[config.mk]
export PLATFORM = sky130hd
export DESIGN_NAME = bca_dev_flat
export DESIGN_NICKNAME = d
export VERILOG_FILES = /design/src/design/bca_pkg.sv /design/src/design/bca_if.sv /design/src/design/bca_dev.sv /design/src/flat_wrapper.sv
export SDC_FILE = /design/constraint.sdc
export NUM_CORES = 1
export LEC_CHECK = 0
export BUFFER_PORTS_ARGS = -buffer_cell sky130_fd_sc_hd__clkbuf_2
export CAP_MARGIN = 20
export CORE_ASPECT_RATIO = 1.25
export CORE_MARGIN = 8
export CORE_UTILIZATION = 45
export DETAILED_ROUTE_END_ITERATION = 8
export PLACE_DENSITY = 0.75
export SETUP_SLACK_MARGIN = 0.2
export SLEW_MARGIN = 40
export SYNTH_ARGS = -nofsm -noshare
export SYNTH_HDL_FRONTEND = slang
export SYNTH_SLANG_ARGS = --single-unit
[constraint.sdc]
create_clock -name SYS_CLK -period 2.2 [get_ports SYS_CLK]
set_input_delay 0.66 -clock SYS_CLK [delete_from_list [all_inputs] [get_ports SYS_CLK]]
set_output_delay 0.66 -clock SYS_CLK [all_outputs]
set_load 0.1 [all_outputs]
[src/design/bca_pkg.sv]
// Shared constants and decode helpers for bonded channel start alignment
package bca_pkg;
  // Bonding modes
  localparam logic [1:0] MODE_NONBOND = 2'h0;
  localparam logic [1:0] MODE_PMA = 2'h1;
  localparam logic [1:0] MODE_PMA_PCS = 2'h2;
  // Group size and layout defaults
  localparam int NUM_CH_DEF = 10;
  localparam int BANK_CH_DEF = 6;
  localparam int POS_W_DEF = 5;
  localparam int PLL_ID_W_DEF = 3;
  // Start condition delay per channel hop, in parallel clock cycles
  localparam int HOP_CYCLES = 2;
  // Serial words per parallel clock period, divider ratio
  localparam int WORD_DIV_DEF = 4;
  // Output divider ratio of the fractional synth on the cascading net
  localparam int CASC_DIV_DEF = 4;
  // Longest chain of fractional synths allowed
  localparam logic [1:0] MAX_FRAC_CASCADE = 2'h2;

  function automatic logic is_bonded(input logic [1:0] mode);
    is_bonded = (mode == MODE_PMA) || (mode == MODE_PMA_PCS);
  endfunction

  function automatic logic is_pcs_bonded(input logic [1:0] mode);
    is_pcs_bonded = (mode == MODE_PMA_PCS);
  endfunction
endpackage

[src/design/bca_if.sv]
// Link between fabric/synth control end and the bonded channel group
`timescale 1ns/100ps
`default_nettype none
interface bca_if #(
  parameter int NUM_CH = bca_pkg::NUM_CH_DEF
);
  // Fabric side to channel group
  logic [1:0] mode;
  logic serial_clk_ok;
  logic start_req;
  logic [NUM_CH-1:0] chan_en;
  logic frac_out_en;
  // Channel group to fabric side
  logic casc_ref_tick;
  logic group_started;
  logic [NUM_CH-1:0] chan_started;

  modport dev (
    input mode, serial_clk_ok, start_req, chan_en, frac_out_en,
    output casc_ref_tick, group_started, chan_started
  );
  modport host (
    output mode, serial_clk_ok, start_req, chan_en, frac_out_en,
    input casc_ref_tick, group_started, chan_started
  );
endinterface
`default_nettype wire

[src/design/bca_dev.sv]
// Bonded channel group: clock source muxing, start hop chain, alignment
`timescale 1ns/100ps
`default_nettype none
module bca_dev #(
  parameter int NUM_CH = bca_pkg::NUM_CH_DEF,
  parameter int BANK_CH = bca_pkg::BANK_CH_DEF,
  parameter int WORD_DIV = bca_pkg::WORD_DIV_DEF,
  parameter int CASC_DIV = bca_pkg::CASC_DIV_DEF
) (
  // Clock and reset
  input wire logic SYS_CLK,
  input wire logic RST,
  // Link to fabric side
  bca_if.dev LINK,
  // Per-channel status
  output logic [NUM_CH-1:0] TX_ACTIVE,
  output logic [NUM_CH-1:0] WORD_LOAD,
  output logic [NUM_CH-1:0] SRC_MASTER
);
  localparam int MID = NUM_CH / 2;
  localparam int UPPER = NUM_CH - 1 - MID;
  localparam int MAXHOP = (MID > UPPER) ? MID : UPPER;
  localparam int ALIGN = MAXHOP * bca_pkg::HOP_CYCLES;
  localparam int DW = $clog2(WORD_DIV);
  localparam int CW = $clog2(CASC_DIV);
  localparam int AW = $clog2(ALIGN + 2);
  localparam logic [DW-1:0] DIV_LAST = DW'(WORD_DIV - 1);
  localparam logic [CW-1:0] CASC_LAST = CW'(CASC_DIV - 1);
  localparam logic [AW-1:0] ALIGN_LAST = AW'(ALIGN);

  generate
    if (NUM_CH < 2 || BANK_CH < 1 || WORD_DIV < 2 || CASC_DIV < 2)
    begin : g_bad
      $error("bca_dev: NUM_CH>=2, BANK_CH>=1, dividers>=2 required");
    end
  endgenerate

  typedef enum logic [1:0] {
    ST_IDLE = 2'b00,
    ST_ALIGN = 2'b01,
    ST_RUN = 2'b10
  } bca_grp_t;

  bca_grp_t state_reg, state_next;
  logic [AW-1:0] align_cnt_reg, align_cnt_next;

  // Mode decode
  wire bonded = bca_pkg::is_bonded(LINK.mode);
  wire pcs_bonded = bca_pkg::is_pcs_bonded(LINK.mode);
  wire clk_ok = LINK.serial_clk_ok;

  // Master divider fed over the single-bank net, then bank and multi-bank nets
  logic [DW-1:0] mdiv_reg;
  logic bank_tick_reg;
  logic multi_tick_reg;
  wire mdiv_run = bonded & clk_ok;
  wire master_tick = mdiv_run & (mdiv_reg == DIV_LAST);

  always_ff @(posedge SYS_CLK)
  begin
    if (RST)
    begin
      mdiv_reg <= '0;
      bank_tick_reg <= 1'b0;
      multi_tick_reg <= 1'b0;
    end
    else
    begin
      mdiv_reg <= !mdiv_run ? '0 : (master_tick ? '0 : mdiv_reg + 1'b1);
      bank_tick_reg <= master_tick;
      multi_tick_reg <= bank_tick_reg;
    end
  end

  // Group sequencing
  wire start_take = (state_reg == ST_IDLE) & LINK.start_req & pcs_bonded & clk_ok;
  wire master_start = start_take;
  wire align_done = (state_reg == ST_ALIGN) & (align_cnt_reg == ALIGN_LAST);

  always_comb
  begin
    state_next = state_reg;
    align_cnt_next = align_cnt_reg;
    case (state_reg)
      ST_IDLE:
      begin
        align_cnt_next = '0;
        if (start_take)
          state_next = ST_ALIGN;
      end
      ST_ALIGN:
      begin
        align_cnt_next = align_cnt_reg + 1'b1;
        if (!pcs_bonded || !clk_ok)
          state_next = ST_IDLE;
        else if (align_done)
          state_next = ST_RUN;
      end
      ST_RUN:
      begin
        if (!pcs_bonded || !clk_ok)
          state_next = ST_IDLE;
      end
      default:
        state_next = ST_IDLE;
    endcase
  end

  // Start hop chain outward from the centre
  logic [NUM_CH-1:0] arrive;
  logic [NUM_CH-1:0] aligned;
  logic [NUM_CH-1:0] en_rise;
  logic [NUM_CH-1:0] go;
  logic [NUM_CH-1:0] tick_sel;
  logic [NUM_CH-1:0] active_next;
  logic [NUM_CH-1:0] en_q_reg;
  logic [1:0] hop_reg [NUM_CH];
  logic [ALIGN-1:0] comp_reg [NUM_CH];
  logic [DW-1:0] ldiv_reg [NUM_CH];

  genvar k;
  generate
    for (k = 0; k < NUM_CH; k++)
    begin : g_ch
      localparam int DIST = (k > MID) ? (k - MID) : (MID - k);
      localparam int TAP = (MAXHOP - DIST) * bca_pkg::HOP_CYCLES;
      wire local_tick = LINK.chan_en[k] & clk_ok & (ldiv_reg[k] == DIV_LAST);
      wire far_tick = (k < BANK_CH) ? bank_tick_reg : multi_tick_reg;

      if (k == MID)
      begin : g_master
        assign arrive[k] = master_start;
      end
      else if (k < MID)
      begin : g_lower
        assign arrive[k] = hop_reg[k+1][1];
      end
      else
      begin : g_upper
        assign arrive[k] = hop_reg[k-1][1];
      end

      if (TAP == 0)
      begin : g_notap
        assign aligned[k] = arrive[k];
      end
      else
      begin : g_tap
        assign aligned[k] = comp_reg[k][TAP-1];
      end

      assign en_rise[k] = LINK.chan_en[k] & ~en_q_reg[k];
      // Analog-only and non-bonded: each channel starts on its own release
      assign go[k] = pcs_bonded ? aligned[k] : en_rise[k];
      assign tick_sel[k] = bonded ? far_tick : local_tick;
      assign active_next[k] = LINK.chan_en[k] & (TX_ACTIVE[k] | go[k]);

      always_ff @(posedge SYS_CLK)
      begin
        if (RST)
        begin
          hop_reg[k] <= '0;
          comp_reg[k] <= '0;
          ldiv_reg[k] <= '0;
        end
        else
        begin
          hop_reg[k] <= {hop_reg[k][0], arrive[k]};
          comp_reg[k] <= {comp_reg[k][ALIGN-2:0], arrive[k]};
          // Local divider phase restarts with each FIFO reset release
          ldiv_reg[k] <= (!LINK.chan_en[k] || local_tick) ? '0 : ldiv_reg[k] + 1'b1;
        end
      end
    end
  endgenerate

  // Cascading net: fractional synth output divider
  logic [CW-1:0] casc_cnt_reg;
  logic casc_tick_reg;
  wire casc_wrap = LINK.frac_out_en & (casc_cnt_reg == CASC_LAST);

  always_ff @(posedge SYS_CLK)
  begin
    if (RST)
    begin
      casc_cnt_reg <= '0;
      casc_tick_reg <= 1'b0;
    end
    else
    begin
      casc_cnt_reg <= (!LINK.frac_out_en || casc_wrap) ? '0 : casc_cnt_reg + 1'b1;
      casc_tick_reg <= casc_wrap;
    end
  end
  assign LINK.casc_ref_tick = casc_tick_reg;

  // State, outputs and link answers
  logic group_started_reg;
  logic [NUM_CH-1:0] chan_started_reg;

  always_ff @(posedge SYS_CLK)
  begin
    if (RST)
    begin
      state_reg <= ST_IDLE;
      align_cnt_reg <= '0;
      en_q_reg <= '0;
      TX_ACTIVE <= '0;
      WORD_LOAD <= '0;
      SRC_MASTER <= '0;
      group_started_reg <= 1'b0;
      chan_started_reg <= '0;
    end
    else
    begin
      state_reg <= state_next;
      align_cnt_reg <= align_cnt_next;
      en_q_reg <= LINK.chan_en;
      TX_ACTIVE <= active_next;
      WORD_LOAD <= tick_sel & active_next;
      SRC_MASTER <= {NUM_CH{bonded}};
      group_started_reg <= align_done;
      chan_started_reg <= go & LINK.chan_en;
    end
  end
  assign LINK.group_started = group_started_reg;
  assign LINK.chan_started = chan_started_reg;
endmodule
`default_nettype wire

[src/flat_wrapper.sv]
// flat-port wrapper written by rule: the top's interface ports become plain ports
module bca_dev_flat 
#(
  parameter int NUM_CH = bca_pkg::NUM_CH_DEF,
  parameter int BANK_CH = bca_pkg::BANK_CH_DEF,
  parameter int WORD_DIV = bca_pkg::WORD_DIV_DEF,
  parameter int CASC_DIV = bca_pkg::CASC_DIV_DEF
)
  (SYS_CLK, RST, TX_ACTIVE, WORD_LOAD, SRC_MASTER, LINK_mode, LINK_serial_clk_ok, LINK_start_req, LINK_chan_en, LINK_frac_out_en, LINK_casc_ref_tick, LINK_group_started, LINK_chan_started);
  bca_if #(.NUM_CH(NUM_CH)) LINK_i ();
  input wire logic SYS_CLK;
  input wire logic RST;
  output logic [NUM_CH-1:0] TX_ACTIVE;
  output logic [NUM_CH-1:0] WORD_LOAD;
  output logic [NUM_CH-1:0] SRC_MASTER;
  input wire logic [$bits(LINK_i.mode)-1:0] LINK_mode;
  input wire logic [$bits(LINK_i.serial_clk_ok)-1:0] LINK_serial_clk_ok;
  input wire logic [$bits(LINK_i.start_req)-1:0] LINK_start_req;
  input wire logic [$bits(LINK_i.chan_en)-1:0] LINK_chan_en;
  input wire logic [$bits(LINK_i.frac_out_en)-1:0] LINK_frac_out_en;
  output wire logic [$bits(LINK_i.casc_ref_tick)-1:0] LINK_casc_ref_tick;
  output wire logic [$bits(LINK_i.group_started)-1:0] LINK_group_started;
  output wire logic [$bits(LINK_i.chan_started)-1:0] LINK_chan_started;
  assign LINK_i.mode = LINK_mode;
  assign LINK_i.serial_clk_ok = LINK_serial_clk_ok;
  assign LINK_i.start_req = LINK_start_req;
  assign LINK_i.chan_en = LINK_chan_en;
  assign LINK_i.frac_out_en = LINK_frac_out_en;
  assign LINK_casc_ref_tick = LINK_i.casc_ref_tick;
  assign LINK_group_started = LINK_i.group_started;
  assign LINK_chan_started = LINK_i.chan_started;
  bca_dev #(.NUM_CH(NUM_CH), .BANK_CH(BANK_CH), .WORD_DIV(WORD_DIV), .CASC_DIV(CASC_DIV)) u_core (.SYS_CLK(SYS_CLK), .RST(RST), .LINK(LINK_i), .TX_ACTIVE(TX_ACTIVE), .WORD_LOAD(WORD_LOAD), .SRC_MASTER(SRC_MASTER));
endmodule
==> summary.txt, run 1 <==
outcome: complete, no violations
setup TNS: 0 ns
vias in the first global route: 2064
CTS H-Tree Depth: 3
drt drc: 0
RSZ-0062 raised after global routing: no
Post-Syn Instances: 289
CP Launch Type: flip-flop
Critical Path RT: 1.54 ns
Via density: 4.720
fin crit share: 0.8654
pre-CTS setup slack: 0.1430 ns
worst path bufs/invs: 1
max FFs per register: 20
CP max FO: 10
fin area: 0.003506 mm2
final setup fails: 0
Hold Buf Count CTS: 0
Final Power: 0.003402 W
Worst path slowest cell: clkbuf_2
IO Pins: 59
most common cell after layout, fill and taps aside: dfxtp_1
NetSw: 0.0009120 W
Pre-Repair DR Iteration Count: 4
Post-DRT Antenna Nets: 0
Worst Slack Setup Final: 0.2960 ns
CTS tree: yes
clk_skew: 0.01049 ns
number of placement rows: 33
Synth area leader: dfxtp_1
area grow syn2layout: 19.79%
Sink Count: 85
WL/cell: 13.21 um
Pins Over Slew Limit: 0
gpl congestion: 0.7361
Layout Nets: 376
CTS clk-pin slew, worst paths: 0.08 ns
WS Path Type: reg2out
post-synth cell types: 27
Worst Setup End Kind: output port
CP cell instances: clkbuf_2
yosys warns: 0
MaxCap Viol Count: 0
post-synth net total: 321
Power Internal: 0.002490 W
Multi-input gate area: 0.001064 mm2
initial antenna violation count: 0
worst hold path type: reg2reg
setup bufs post-CTS: 0
via count: 2058
post-CTS sizing: 0
Fin. Hold Viols: 0
grt ovf: 0
FF+latch area: 0.001703 mm2
Slew headroom: 0.6369
Antenna diodes: 0
root buffer cell: clkbuf_8
Crit path largest cell delay: 0.48 ns
share of layout cells above drive strength 1: 0.2321
die width: 88.13 um
Top delay family on crit path: buffers and inverters
Seq/Total Area, Yosys: 0.5814
CORE AREA: 0.006441 mm2
Die H: 106.2 um
full die area: 0.009356 mm2
placed instance area: 0.003248 mm2
largest net degree at the start of global routing: 20
first-pass GRT wire length: 9.377 mm
mean post-synth cell area: 10.13 um2
total CTS buffers: 9
Comb pwr share: 0.128
part of the power in registers: 0.475
min Tclk post-route: 1.904 ns
peak supply drop: 496.0 uV
commonest non-fill, non-tap cells in the layout: 84 x dfxtp_1, 58 x clkbuf_2, 25 x nand2_1, 23 x nand2b_1, 22 x nor2_1
Slew @ Worst Pin: 0.5470 ns
Yosys top cell area share: 0.5814
P_leak: 1.680 nW
arrival time at the worst endpoint: 1.24 ns
Sw Share: 0.2681
Initial Util: 0.4544
gr usage total: 0.1289
power per cell area: 970.3 mW/mm2
quantity of I/O buffers inserted on ports: 58
grt met3 use: 0.05093
Syn Std Cell Area: 0.002927 mm2
Synth Register Bits: 85
GR peak layer: met2
hpwl dp: 4.239 mm
Clk pwr share: 0.397
fillers: 591
final wirelength: 5.760 mm
Finished Core Util: 0.5443
maximum buffer depth of the clock tree: 2
initial DRC count: 69
fmax: 0.5252 GHz
routing usage on met2: 0.2167
met1 Track Usage GR: 0.1352
Worst-Skew Late Latency: 0.34 ns
Synth area leaders: dfxtp_1 58%, ha_1 6.4%, nand2b_1 4.9%, and3_1 4.5%, nand2_1 3.2%
[kinds of logic after synthesis]
kind of cell	synth area share
DFF	0.5814
adders and majority gates	0.06413
AOI/OAI and AO/OA	0.05600
and+or+nand+nor	0.2433
buffers and inverters	0.05515
[worst paths after layout]
path / startpoint / endpoint / slack [ns] / cells past startpoint
max: u_core.SRC_MASTER[0]$_SDFF_PP0_ / SRC_MASTER[4] / 0.30 / 1
min: u_core.ldiv_reg[2][0]$_SDFF_PP0_ / u_core.ldiv_reg[2][0]$_SDFF_PP0_ / 0.42 / 1
max reg2reg: u_core.align_cnt_reg[0]$_SDFFE_PP0P_ / u_core.state_reg[0]$_SDFFE_PP0P_ / 0.89 / 4
min reg2reg: u_core.ldiv_reg[2][0]$_SDFF_PP0_ / u_core.ldiv_reg[2][0]$_SDFF_PP0_ / 0.42 / 1
[power groups by stage]
stage	Clock, W	Combinational (W)	Sequential (W)
4_1_cts	0.00138	0.000439	0.00162
3_3_place_gp	0	0.000433	0.00165
5_1_grt	0.00144	0.000460	0.00162
3_5_place_dp	0	0.000439	0.00165
6_report	0.00135	0.000435	0.00162
2_1_floorplan	0	0.000211	0.00181
[Yosys cell counts (all sizes together)]
cell / count
a2111oi: 1
a21oi: 12
a31oi: 7
a41oi: 4
and2: 1
and3: 21
and3b: 2
buf: 13
clkbuf: 6
dfxtp: 85
ha: 15
inv: 12
nand2: 25
nand2b: 24
nand3: 2
nand3b: 1
nor2: 22
nor2b: 15
nor3: 11
nor3b: 3
nor4b: 2
nor4bb: 1
o21ai: 3
or3: 1
[layer usage]
metal | up-vias | share of wire
li1 | 1062 | -
met1 | 938 | 0.41
met2 | 46 | 0.49
met3 | 12 | 0.079
met4 | 0 | 0.022
met5 | - | 0
[final cells by class]
cell class | instances | share of cell area
well taps | 87 | 0.03105
inverters | 12 | 0.01285
multi-input cells | 173 | 0.3034
repair buffers | 63 | 0.09350
flip-flops and latches | 85 | 0.4857
clock buffers | 11 | 0.04318
clock inverters | 5 | 0.03034
[per-stage QoR]
stage	hold slack (ns)	cells
2_1_floorplan	0.3958	289
6_report	0.4194	436
3_3_place_gp	0.4030	420
5_1_grt	0.4363	436
3_5_place_dp	0.4089	420
4_1_cts	0.4215	436
No activity file was read; power rests on OpenSTA's default activity.
==> run 2: changes to the inputs <==
Settings changed: ABC_AREA from default to 1.
==> run 2 against run 1 <==
Total power is 9.2% lower. Maximum frequency is 0.96% higher. Flip-flop and latch count stayed put. Combinational power is 6.9% higher. Wire length is 1.3% lower. Register-to-register slack better by 0.23 ns. Cell area is 0.75% higher. Largest cell class unchanged.
==> summary.txt, run 2 <==
Sink Count: 85
peak supply drop: 321.3 uV
Final Power: 0.003089 W
final wirelength: 5.688 mm
commonest non-fill, non-tap cells in the layout: 84 x dfxtp_1, 61 x inv_1, 61 x nor2_1, 58 x clkbuf_2, 56 x nand2_1
vias in the first global route: 2227
number of placement rows: 33
grt ovf: 0
Post-synth EDFFs: 0
setup TNS: 0 ns
area grow syn2layout: 15.74%
Power Internal: 0.002116 W
maximum buffer depth of the clock tree: 2
total CTS buffers: 9
max FFs per register: 20
arrival time at the worst endpoint: 1.23 ns
Sw Share: 0.3149
setup bufs post-CTS: 0
Layout Nets: 444
fin area: 0.003532 mm2
Post-Syn Instances: 356
Hold Buf Count CTS: 0
share of layout cells above drive strength 1: 0.2302
Comb pwr share: 0.150
WL/cell: 11.29 um
CP cell instances: clkbuf_2
Initial Util: 0.4648
grt met3 use: 0.03794
Via density: 4.450
Die H: 108.1 um
FFs w/ async S/R, synth: 0
worst path bufs/invs: 1
CP Launch Type: flip-flop
gr usage total: 0.1289
Synth area leader: dfxtp_1
MaxCap Viol Count: 0
Worst-Skew Late Latency: 0.35 ns
Worst path slowest cell: clkbuf_2
Pre-Repair DR Iteration Count: 4
fin crit share: 0.8572
Crit path largest cell delay: 0.48 ns
RSZ-0062 raised after global routing: no
first-pass GRT wire length: 9.639 mm
post-CTS sizing: 0
gpl congestion: 0.7324
drt drc: 0
Seq/Total Area, Yosys: 0.5576
WS Path Type: reg2out
GR peak layer: met2
Syn Std Cell Area: 0.003052 mm2
Post-DRT Antenna Nets: 0
clk_skew: 0.009626 ns
Slew @ Worst Pin: 0.5462 ns
Clk pwr share: 0.326
P_leak: 1.763 nW
mean post-synth cell area: 8.572 um2
die width: 89.66 um
CORE AREA: 0.006565 mm2
min Tclk post-route: 1.886 ns
Synth Register Bits: 85
fmax: 0.5303 GHz
power per cell area: 874.5 mW/mm2
part of the power in registers: 0.524
quantity of I/O buffers inserted on ports: 58
CTS H-Tree Depth: 3
Pins Over Slew Limit: 0
post-synth net total: 388
worst hold path type: reg2reg
Worst Slack Setup Final: 0.3141 ns
CTS tree: yes
most common cell after layout, fill and taps aside: dfxtp_1
CTS clk-pin slew, worst paths: 0.08 ns
Slew headroom: 0.6374
Critical Path RT: 1.54 ns
final setup fails: 0
Fin. Hold Viols: 0
post-synth cell types: 26
largest net degree at the start of global routing: 20
met1 Track Usage GR: 0.1349
full die area: 0.009689 mm2
initial antenna violation count: 0
Worst Setup End Kind: output port
routing usage on met2: 0.2250
placed instance area: 0.003348 mm2
initial DRC count: 142
NetSw: 0.0009726 W
Synth area leaders: dfxtp_1 56%, inv_1 7.5%, nor2_1 7.5%, nand2_1 6.9%, ha_1 6.2%
Synth top cells by count: 85 x dfxtp_1, 61 x inv_1, 61 x nor2_1
CP max FO: 10
worst hold slack: 0.4066 ns
pre-CTS setup slack: 0.3332 ns
most frequent cell after synthesis: dfxtp_1
Top delay family on crit path: buffers and inverters
Antenna diodes: 0
prevailing post-synth register cell: dfxtp_1
via count: 2243
yosys warns: 0
Yosys top cell area share: 0.5576
root buffer cell: clkbuf_8
IO Pins: 59
hpwl dp: 4.395 mm
outcome: complete, no violations
==> run 2: through the flow <==
stage / utilization / cells
after floorplan: - / 356
after global placement: 0.5100 / 488
after detailed placement: 0.5100 / 488
after CTS: 0.5380 / 504
after global routing: 0.5380 / 504
final: 0.5380 / 504
==> run 2: final timing paths <==
path / slack [ns] / end / start / depth (start not counted)
worst max-delay path: 0.31 / SRC_MASTER[3] / u_core.SRC_MASTER[0]$_SDFF_PP0_ / 1
worst min-delay path: 0.41 / u_core.hop_reg[0][2]$_SDFF_PP0_ / u_core.hop_reg[1][1]$_SDFF_PP0_ / 2
worst max register to register: 1.12 / u_core.align_cnt_reg[1]$_SDFFE_PP0P_ / u_core.align_cnt_reg[0]$_SDFFE_PP0P_ / 4
worst min register to register: 0.41 / u_core.hop_reg[0][2]$_SDFF_PP0_ / u_core.hop_reg[1][1]$_SDFF_PP0_ / 2
==> run 2: cell families (layout without fill, tap and decap cells) <==
kind of cell / count (synthesis) / count (layout) / synth area share
AOI/OAI and AO/OA: 31 / 31 / 0.05618
adders and majority gates: 15 / 15 / 0.06150
buffers and inverters: 79 / 140 / 0.1177
DFF: 85 / 85 / 0.5576
and+or+nand+nor: 146 / 146 / 0.2071
==> run 2: area by class of cell <==
| class | instances | area, um2 |
|---|---|---|
| repair buffers | 60 | 305.3 |
| clock inverters | 6 | 46.29 |
| multi-input cells | 192 | 991.0 |
| fillers | 614 | 3033 |
| inverters | 64 | 240.2 |
| clock buffers | 10 | 137.6 |
| flip-flops and latches | 85 | 1703 |
| well taps | 87 | 108.9 |
==> run 2: power by group through the flow <==
stage	logic [W]	registers, W	clock network [W]
floorplan	0.000231	0.00182	0
global placement	0.000463	0.00165	0
detailed placement	0.000470	0.00166	0
CTS	0.000471	0.00162	0.00103
global route	0.000496	0.00163	0.00108
finish	0.000465	0.00162	0.00101
==> run 2: per-layer routing <==
| layer | share of wire | vias up |
|---|---|---|
| met3 | 0.065 | 8 |
| met5 | 0 | - |
| met2 | 0.50 | 40 |
| li1 | - | 1183 |
| met4 | 0.020 | 0 |
| met1 | 0.42 | 1012 |
